`src/logic/aips_regs.svh`:
```
// register map, field positions, reset values and fixed figures of the input port scaler
// assumes: included by bare name from the top-level design file only
`ifndef AIPS_REGS_SVH
`define AIPS_REGS_SVH

`define AIPS_ADDR_W          10
`define AIPS_ADDR_MODE       10'h300
`define AIPS_ADDR_ADJ        10'h305
`define AIPS_MODE_LSB        0
`define AIPS_MODE_MSB        1
`define AIPS_OVF_BIT         7
`define AIPS_OFF_LSB         5
`define AIPS_OFF_MSB         7
`define AIPS_INV_BIT         4
`define AIPS_MODE_RST        2'h0
`define AIPS_OFF_RST         3'h0
`define AIPS_INV_RST         1'h0
`define AIPS_INV_REF         3'h7
`define AIPS_MAX_RATE_MSPS   67

`endif

```
`src/logic/aips_pkg.sv`:
```
// types shared by the input port scaler files
// assumes: the register header sits next to it
package aips_pkg;
    // input mode, stored in the low bits of the mode register
    typedef enum logic [1:0] {
        AIPS_SINGLE_REAL = 2'b00,
        AIPS_DIVERSITY   = 2'b01,
        AIPS_COMPLEX     = 2'b10
    } aips_mode_t;
endpackage

```
`src/logic/aips_top.sv`:
```
// input sample port: capture, range-code scaling, lane tagging, buffered hand-off
// assumes: pins synchronous to mclk_i, registers written over the internal register port
`timescale 1ns/1ps
`default_nettype none
`include "aips_regs.svh"

// Notes on behaviour
// - capture mantissa, range and lane together each edge with ce_i high
// - mantissa is signed two's complement
// - range code is unsigned zero to seven
// - three input modes chosen at register 300h
// - offset lives in bits 7..5 of 305h
// - invert flag in bit 4 of 305h
// - clear invert: shift by range plus offset mod 8
// - set invert: shift seven minus range plus offset
// - complex mode: lane select marks I versus Q
// - single real: lane select is active-high enable
// - diversity: first sample after each lane change only
module aips_top #(
    parameter int MAN_W = 16,
    parameter int RNG_W = 3
) (
    input  wire logic                    mclk_i,
    input  wire logic                    reset_i,
    input  wire logic                    ce_i,
    input  wire logic [MAN_W-1:0]        in_mantissa_i,
    input  wire logic [RNG_W-1:0]        in_range_i,
    input  wire logic                    in_lane_sel_i,
    input  wire logic                    reg_wr_i,
    input  wire logic                    reg_rd_i,
    input  wire logic [`AIPS_ADDR_W-1:0] reg_addr_i,
    input  wire logic [7:0]              reg_wdata_i,
    output var  logic [7:0]              reg_rdata_o,
    output var  logic                    out_valid_o,
    output var  logic [MAN_W-1:0]        out_sample_o,
    output var  logic                    out_lane_o,
    input  wire logic                    out_ready_i,
    output var  logic                    in_ready_o,
    output var  logic                    overflow_o,
    output var  aips_pkg::aips_mode_t    mode_o
);
    import aips_pkg::*;

    // shifter and offset field are three bits wide; refused while elaborating
    if (RNG_W != 3) begin : g_bad_rng
        $error("aips_top: RNG_W must be 3");
    end
    if (MAN_W < 8) begin : g_bad_man
        $error("aips_top: MAN_W must be at least 8");
    end

    // shift amount, wraps modulo 8 by its 3-bit width
    function automatic logic [2:0] shift_amount(input logic [2:0] rng,
                                                input logic [2:0] off,
                                                input logic       inv);
        logic [2:0] base;
        base = inv ? (`AIPS_INV_REF - rng) : rng;
        return 3'(base + off);
    endfunction

    // capture stage
    logic signed [MAN_W-1:0] cap_man_q, cap_man_d;   // captured mantissa
    logic [RNG_W-1:0]        cap_rng_q, cap_rng_d;   // captured range code
    logic                    cap_sel_q, cap_sel_d;   // captured lane select
    logic                    prv_sel_q, prv_sel_d;   // lane select one capture earlier
    // scaled stage, feeds the buffer
    logic                    st_valid_q, st_valid_d;
    logic signed [MAN_W-1:0] st_data_q, st_data_d;
    logic                    st_lane_q, st_lane_d;
    // control registers
    aips_mode_t              mode_q, mode_d;
    logic [2:0]              off_q, off_d;
    logic                    inv_q, inv_d;
    logic                    ovf_q, ovf_d;
    logic [7:0]              rdata_q, rdata_d;
    // combinational helpers
    logic                    accept;
    logic                    lane;
    logic [2:0]              shamt;
    logic                    buf_ready;
    logic                    buf_valid;
    logic [MAN_W:0]          buf_data;
    logic                    wr_mode;
    logic                    wr_adj;

    // next values of the capture and scaled stages
    always_comb begin
        cap_man_d = in_mantissa_i;
        cap_rng_d = in_range_i;
        cap_sel_d = in_lane_sel_i;
        prv_sel_d = cap_sel_q;
        shamt     = shift_amount(cap_rng_q, off_q, inv_q);
        case (mode_q)
            AIPS_SINGLE_REAL: begin
                accept = cap_sel_q;
                lane   = 1'b1;
            end
            AIPS_DIVERSITY: begin
                accept = cap_sel_q ^ prv_sel_q;
                lane   = cap_sel_q;
            end
            AIPS_COMPLEX: begin
                // high lane select is in-phase, low is quadrature
                accept = cap_sel_q ^ prv_sel_q;
                lane   = cap_sel_q;
            end
            default: begin
                accept = 1'b0;
                lane   = 1'b0;
            end
        endcase
        st_valid_d = accept;
        st_data_d  = cap_man_q >>> shamt;
        st_lane_d  = lane;
    end

    // register only
    always_ff @(posedge mclk_i) begin
        if (reset_i) begin
            cap_man_q  <= '0;
            cap_rng_q  <= '0;
            cap_sel_q  <= 1'b0;
            prv_sel_q  <= 1'b0;
            st_valid_q <= 1'b0;
            st_data_q  <= '0;
            st_lane_q  <= 1'b0;
        end else if (ce_i) begin
            cap_man_q  <= cap_man_d;
            cap_rng_q  <= cap_rng_d;
            cap_sel_q  <= cap_sel_d;
            prv_sel_q  <= prv_sel_d;
            st_valid_q <= st_valid_d;
            st_data_q  <= st_data_d;
            st_lane_q  <= st_lane_d;
        end
    end

    // register port decode; the ADC cannot stall, so a full buffer drops and flags
    always_comb begin
        wr_mode = reg_wr_i && (reg_addr_i == `AIPS_ADDR_MODE);
        wr_adj  = reg_wr_i && (reg_addr_i == `AIPS_ADDR_ADJ);
        mode_d  = mode_q;
        off_d   = off_q;
        inv_d   = inv_q;
        ovf_d   = ovf_q;
        if (wr_mode) begin
            // reserved code 11 is ignored, mode keeps its value
            if (reg_wdata_i[`AIPS_MODE_MSB:`AIPS_MODE_LSB] != 2'h3) begin
                mode_d = aips_mode_t'(reg_wdata_i[`AIPS_MODE_MSB:`AIPS_MODE_LSB]);
            end
            if (reg_wdata_i[`AIPS_OVF_BIT]) begin
                ovf_d = 1'b0;
            end
        end
        if (wr_adj) begin
            off_d = reg_wdata_i[`AIPS_OFF_MSB:`AIPS_OFF_LSB];
            inv_d = reg_wdata_i[`AIPS_INV_BIT];
        end
        // set wins over a clear in the same cycle
        if (st_valid_q && !buf_ready) begin
            ovf_d = 1'b1;
        end
        rdata_d = 8'h00;
        if (reg_rd_i) begin
            if (reg_addr_i == `AIPS_ADDR_MODE) begin
                rdata_d[`AIPS_MODE_MSB:`AIPS_MODE_LSB] = mode_q;
                rdata_d[`AIPS_OVF_BIT]                 = ovf_q;
            end else if (reg_addr_i == `AIPS_ADDR_ADJ) begin
                rdata_d[`AIPS_OFF_MSB:`AIPS_OFF_LSB] = off_q;
                rdata_d[`AIPS_INV_BIT]               = inv_q;
            end
        end
    end

    // register only
    always_ff @(posedge mclk_i) begin
        if (reset_i) begin
            mode_q  <= aips_mode_t'(`AIPS_MODE_RST);
            off_q   <= `AIPS_OFF_RST;
            inv_q   <= `AIPS_INV_RST;
            ovf_q   <= 1'b0;
            rdata_q <= 8'h00;
        end else if (ce_i) begin
            mode_q  <= mode_d;
            off_q   <= off_d;
            inv_q   <= inv_d;
            ovf_q   <= ovf_d;
            rdata_q <= rdata_d;
        end
    end

    // hand-off buffer: a stall downstream costs no word while it has room
    aips_skid #(
        .W (MAN_W + 1)
    ) u_skid (
        .mclk_i      (mclk_i),
        .reset_i     (reset_i),
        .ce_i        (ce_i),
        .in_valid_i  (st_valid_q),
        .in_data_i   ({st_lane_q, st_data_q}),
        .in_ready_o  (buf_ready),
        .out_valid_o (buf_valid),
        .out_data_o  (buf_data),
        .out_ready_i (out_ready_i)
    );

    assign out_valid_o  = buf_valid;
    assign out_sample_o = buf_data[MAN_W-1:0];
    assign out_lane_o   = buf_data[MAN_W];
    assign in_ready_o   = buf_ready;
    assign overflow_o   = ovf_q;
    assign mode_o       = mode_q;
    assign reg_rdata_o  = rdata_q;
endmodule
`default_nettype wire

```
`src/logic/aips_skid.sv`:
```
// two-entry skid buffer between the scaler and the frequency translator
// assumes: one clock, synchronous active-high reset, clock enable freezes it
`timescale 1ns/1ps
`default_nettype none
module aips_skid #(
    parameter int W = 17
) (
    input  wire logic         mclk_i,
    input  wire logic         reset_i,
    input  wire logic         ce_i,
    input  wire logic         in_valid_i,
    input  wire logic [W-1:0] in_data_i,
    output var  logic         in_ready_o,
    output var  logic         out_valid_o,
    output var  logic [W-1:0] out_data_o,
    input  wire logic         out_ready_i
);
    import aips_pkg::*;

    // refuse a width the buffer cannot hold, while elaborating
    if (W < 1) begin : g_bad_w
        $error("aips_skid: W must be positive");
    end

    logic         ov_q, ov_d;   // output entry holds a word
    logic [W-1:0] od_q, od_d;   // output entry word
    logic         sv_q, sv_d;   // skid entry holds a word
    logic [W-1:0] sd_q, sd_d;   // skid entry word
    logic         push;         // word taken from the filling side
    logic         rdy_q, rdy_d; // room flag in its own flop, so ready leaves a register

    // next state: output entry refills from skid first, keeping order
    always_comb begin
        ov_d = ov_q;
        od_d = od_q;
        sv_d = sv_q;
        sd_d = sd_q;
        push = in_valid_i && !sv_q;
        if (!ov_q || out_ready_i) begin
            if (sv_q) begin
                // skid full means no push this cycle
                ov_d = 1'b1;
                od_d = sd_q;
                sv_d = 1'b0;
            end else begin
                ov_d = push;
                if (push) begin
                    od_d = in_data_i;
                end
            end
        end else if (push) begin
            // receiver stalled: park the word instead of losing it
            sv_d = 1'b1;
            sd_d = in_data_i;
        end
        // room while the skid entry will be empty
        rdy_d = !sv_d;
    end

    // registers only
    always_ff @(posedge mclk_i) begin
        if (reset_i) begin
            ov_q <= 1'b0;
            od_q <= '0;
            sv_q <= 1'b0;
            sd_q <= '0;
            rdy_q <= 1'b1;
        end else if (ce_i) begin
            ov_q <= ov_d;
            od_q <= od_d;
            sv_q <= sv_d;
            sd_q <= sd_d;
            rdy_q <= rdy_d;
        end
    end

    assign in_ready_o  = rdy_q;  // straight from the ready flop
    assign out_valid_o = ov_q;
    assign out_data_o  = od_q;
endmodule
`default_nettype wire

```
`config.mk`:
```
export PLATFORM = sky130hd
export DESIGN_NAME = aips_top
export DESIGN_NICKNAME = d
export VERILOG_FILES = /design/src/logic/aips_pkg.sv /design/src/logic/aips_top.sv /design/src/logic/aips_skid.sv
export VERILOG_INCLUDE_DIRS = /design/src /design/src/logic
export SDC_FILE = /design/constraint.sdc
export NUM_CORES = 1
export LEC_CHECK = 0
export ABC_CLOCK_PERIOD_IN_PS = 3500
export BUFFER_PORTS_ARGS = -buffer_cell sky130_fd_sc_hd__buf_2
export CORE_MARGIN = 3
export CORE_UTILIZATION = 40
export DETAILED_ROUTE_END_ITERATION = 8
export SYNTH_ARGS = -nofsm -noshare
export SYNTH_HDL_FRONTEND = slang
export SYNTH_SLANG_ARGS = --single-unit
export TNS_END_PERCENT = 50
```
`constraint.sdc`:
```
create_clock -name mclk_i -period 3.5 [get_ports mclk_i]
set_clock_uncertainty 0.2 [all_clocks]
set_input_delay 0.175 -clock mclk_i [delete_from_list [all_inputs] [get_ports mclk_i]]
set_output_delay 0.175 -clock mclk_i [all_outputs]
set_load 0.03 [all_outputs]
```
# --- Word-level counts from Yosys, hierarchy flattened ---
# Index checks and enable logic that the tools add are counted.
op_classes:
  n_addsub: 2
  eq_ne: 5
  n_shift: 1
  mux: 17
  bitwise_logic: 2
  n_reduce_logical: 20
op_table:
  columns: ["operator", "count"]
  rows:
  - ["17-bit two-way mux", 2]
  - ["10-bit equality test, second input constant", 2]
  - ["16-bit by 3-bit >>> shifter with 16-bit output", 1]
  - ["3-bit AND reduction", 4]
  - ["4-bit two-way mux", 2]
  - ["1-bit two-way mux", 7]
  - ["3-bit two-way mux", 2]
  - ["2-bit nonzero test", 3]
  - ["1-bit logical AND", 4]
  - ["1-bit zero test", 4]
  - ["2-bit two-way mux", 2]
  - ["1-bit one-hot mux with 2 select lines", 2]
  - ["2-bit AND reduction", 2]
  - ["3-bit adder", 1]
  - ["3-bit subtractor, first input constant", 1]
  - ["2-bit by 1-bit equality test with 1-bit output, second input constant", 1]
  - ["2-bit equality test, second input constant", 1]
  - ["2-bit zero test", 1]
  - ["2-bit != test, second input constant", 1]
  - ["2-bit OR reduction", 1]
  - ["1-bit logical OR", 1]
  - ["1-bit NOT", 1]
  - ["1-bit bitwise XOR", 1]
word_totals:
  register_bits: 89

# --- Depth between registers and ports, before layout ---
logic_depth:
  word_depth: 5
  ltp_mapped: 11
  depth_no_buf: 8

# --- Hierarchy ---
# A second synthesis with hierarchy kept.
hier_totals:
  hier_cells: 429
  area_unflattened_um2: 4534.3
modules_own_cells:
  columns: ["module", "instances", "cells_per_inst", "area_each_um2"]
  rows:
  - ["aips_top", 1, 246, 2648.8]
  - ["aips_skid", 1, 183, 1885.6]

# --- Worst setup path after synthesis ---
# Ideal clock, no wire load.
synth_path:
  path_type: "register to register"
  start: "register inv_q"
  end: "register st_data_q[8]"
  setup_time_ns: 0.138
  arrival_ns: 2.280
  t_required_ns: 3.162
  slack_ns: 0.883
  path_stages_with_launch: 11
  path_buffers: 3
  period_less_slack_ns: 2.617
  path_cell_list: "dfxtp_1 > buf_4 > xor2_1 > ha_1 > inv_1 > fa_1 > buf_2 > buf_1 > mux4_2 > mux2i_1 > a211oi_1"
synth_between:
  elab_chain_cells: 3
synth_rtl:
  columns: ["element", "line", "text"]
  rows:
  - ["start: declaration", "aips_top.sv:73", "logic inv_q, inv_d;"]
  - ["start signal: assignment", "aips_top.sv:180", "inv_q <= `AIPS_INV_RST;"]
  - ["start signal: assignment", "aips_top.sv:186", "inv_q <= inv_d;"]
  - ["3-bit two-way mux", "aips_top.sv:57", "base = inv ? (`AIPS_INV_REF - rng) : rng;"]
  - ["3-bit adder", "aips_top.sv:58", "return 3'(base + off);"]
  - ["16-bit by 3-bit >>> shifter with 16-bit output", "aips_top.sv:113", "st_data_d = cap_man_q >>> shamt;"]
  - ["end signal: assignment", "aips_top.sv:133", "st_data_q <= st_data_d;"]
  - ["end: declaration", "aips_top.sv:68", "logic signed [MAN_W-1:0] st_data_q, st_data_d;"]
# Every way passes these cells.
# A chain may end at the register's enable or synchronous reset.

# --- Worst setup path after layout ---
layout_path:
  start: "register inv_q"
  end: "register st_data_q[1]"
# Same word-level chain as after synthesis.

==> metrics.yaml <==
run_status:
  status: "complete, no violations"
grt:
  grt_pass1_vias: 2939
  grt_use_met2_pct: 23.06
  met3_usage_pct: 2.107
  grt_max_degree: 52
  grt_pass1_wl_mm: 14.06
  grt.total_usage_pct: 15.19
  antenna_found_initial: 0
  gr-max-usage-layer: "met2"
  grtUsageMet1_pct: 21.18
  grt_overflow: 0
cts:
  clkSlewWorstSetupHoldPaths_ns: 0.08
  cts_max_level: 3
  numCtsBuffers: 9
  clk_path_buf_depth: 2
  clkLatencyLatePin_ns: 0.35
  cts_hold_buf: 30
  cts_resized: 0
  cts_tree: "yes"
  clock-sinks: 89
  cts_root_buf: "clkbuf_8"
  post_cts_buffers: 0
synth:
  syn_area_per_cell_um2: 10.17
  synth-edff-count: 0
  synthCells: 402
  netlist_area_um2: 4090
  yosysTopAreaCell: "dfxtp_1"
  synth_top_cell_area_share_pct: 43.56
  synth.distinct_cells: 42
  ys.flop_type: "dfxtp_1"
  synth.area.top_cells: "dfxtp_1, mux2i_1, nor2_1"
  ys_ff_latch: 89
  async_flop_share_pct: 0
  yosysSeqAreaShare_pct: 43.56
  yosys_warnings: 0
timing:
  finalCritPeriodShare_pct: 78.00
  finalHoldViolCount: 0
  final-setup-viol-count: 0
  tns_ns: 0
  fmax_ghz: 0.3663
  slew_viol_final: 0
  slew_headroom_pct: 49.05
  worst_pin_slew_ns: 0.7643
  rsz0062_at_grt: "false"
  period_minus_slack_ns: 2.730
  setup_ws_ns: 0.7701
final_layout:
  syn2layout_area_growth_pct: 22.12
  num-fill-cells: 896
  drive_gt1_share_pct: 23.52
  layout.nets: 534
  regArea_um2: 1782
  layout_commonest_cell: "dfxtp_1"
  multiInputGateArea_um2: 2131
  antenna_cells: 0
  mostFrequentLayoutCells: "dfxtp_1, nor2_1, mux2i_1, buf_2, a211oi_1"
placement:
  port_buffers: 69
  place_congestion: 0.7626
  hpwl_mm: 5.752
  dp_slack_ns: 0.7532
routing:
  wl_per_cell_um: 13.27
  vias: 3078
  vias_per_cell: 4.949
  wl_mm: 8.255
  firstDrtPassIters: 4
  first_iter_violations: 91
  drc: 0
  ant_nets: 0
die:
  fp.dieW_um: 107.1
  initial_core_util_pct: 41.46
  ios: 74
  dieArea_um2: 11470
  std_cell_rows: 36
  core-area_um2: 9864
  die_h_um: 107.1
worst_setup_path:
  cp.arrival_ns: 2.74
  cp_num_buf_inv: 2
  crit_path_end_kind: "flip-flop"
  crit_chain: "xor2_1 > ha_1 > inv_1 > fa_1 > buf_4 > mux4_2 > mux2i_1 > a211oi_1"
  path_class: "reg -> reg"
  critPathMaxFanout: 9
  required_ns: 3.51
  crit_slowest_cell: "fa_1"
  path_delay_family: "adder cells"
  cp-start-kind: "flip-flop"
  max_stage_delay_ns: 0.67
pwr:
  ir_drop_uv: 223.7
  powerDensity_nw_per_um2: 401.7
  leakage_nw: 1.992
job:
  cap_viol_max_count: 0
hold_path:
  min_path_type: "in -> reg"
==> cells in the mapped netlist (2+ instances only) <==
cell type and number:
buf_1 7, mux2i_1 73, a311oi_1 3, nor2_1 81, nand3_1 5, a21oi_1 13
ha_1 3, nand2b_1 2, nor3_1 6, nand4_1 3, nand2_1 11, clkbuf_1 14
mux4_2 13, buf_2 7, a211oi_1 31, nor4_4 3, buf_4 6, inv_1 8
dfxtp_1 89, o21ai_0 2
==> layer usage <==
metal	routed length, µm	up-vias
met5	0	-
met4	174	0
met3	249	11
met2	3686	46
met1	4143	1432
li1	-	1589
==> path summary, 6_finish.rpt <==
path                                                  start                     endpoint  slack [ns]  depth (start not counted)
worst max-delay path                     inv_q$_SDFFE_PP0P_    st_data_q[1]$_SDFFE_PP0P_        0.77                          8
worst min-delay path                               reg_rd_i  reg_rdata_o[0]$_SDFFE_PP0P_        0.05                          5
worst max register to register           inv_q$_SDFFE_PP0P_    st_data_q[1]$_SDFFE_PP0P_        0.77                          8
worst min register to register  reg_rdata_o[6]$_SDFFE_PP0P_  reg_rdata_o[6]$_SDFFE_PP0P_        0.26                          2
==> worst reg2reg max path, delay by kind of cell, from the launching register on <==
| kind | cells | cell delay [ns] |
|---|---|---|
| xor gates and xnor gates | 1 | 0.18 |
| DFF | 1 | 0.49 |
| muxes | 2 | 0.51 |
| AOI/OAI and AO/OA | 1 | 0.10 |
| adders and majority gates | 2 | 0.82 |
| buffers and inverters | 2 | 0.28 |
==> state kept, by name, summed over array words and instances, names as in the netlist, 2 cells and up <==
register / cells
cap_man_q: 16
cap_rng_q: 3
mode_o: 2
off_q: 3
reg_rdata_o: 6
st_data_q: 16
u_skid.out_data_o: 17
u_skid.sd_q: 17
==> stage by stage <==
step | utilization (%) | cells | power [mW] | cell area, µm² | hold slack [ns]
CTS | 50.63 | 622 | 2.028 | 4995 | 0.03306
floorplan | - | 403 | 1.256 | 4094 | 0.1219
finish | 50.63 | 622 | 2.006 | 4995 | 0.04890
global route | 50.63 | 622 | 2.097 | 4995 | 0.07416
global placement | 45.73 | 578 | 1.313 | 4511 | 0.2093
detailed placement | 45.73 | 578 | 1.318 | 4511 | 0.2164
==> report_power, final <==
part	leakage (nW)	switching (mW)	total, mW	internal, mW
clock	0.0913	0.348	0.689	0.341
sequential	0.725	0.0305	1.08	1.05
combinational	1.18	0.122	0.241	0.119
==> logic make-up (layout without fill, tap and decap cells) <==
| group | count (synthesis) | after routing | share of synthesized area [%] |
|---|---|---|---|
| and+or+nand+nor | 119 | 119 | 13.89 |
| adders and majority gates | 4 | 4 | 1.407 |
| xor gates and xnor gates | 5 | 5 | 1.897 |
| muxes | 87 | 87 | 25.30 |
| other | 1 | 2 | 0.09168 |
| DFF | 89 | 89 | 43.56 |
| AOI/OAI and AO/OA | 54 | 54 | 9.147 |
| buffers and inverters | 43 | 129 | 4.711 |
==> final cells by class <==
type / count / area share, %
clock buffers: 11 / 2.831
clock inverters: 3 / 0.8517
inverters: 9 / 0.6764
multi-input cells: 271 / 42.66
flip-flops and latches: 89 / 35.67
well taps: 133 / 3.332
repair buffers: 106 / 13.98
No activity file was read; power rests on OpenSTA's default activity.
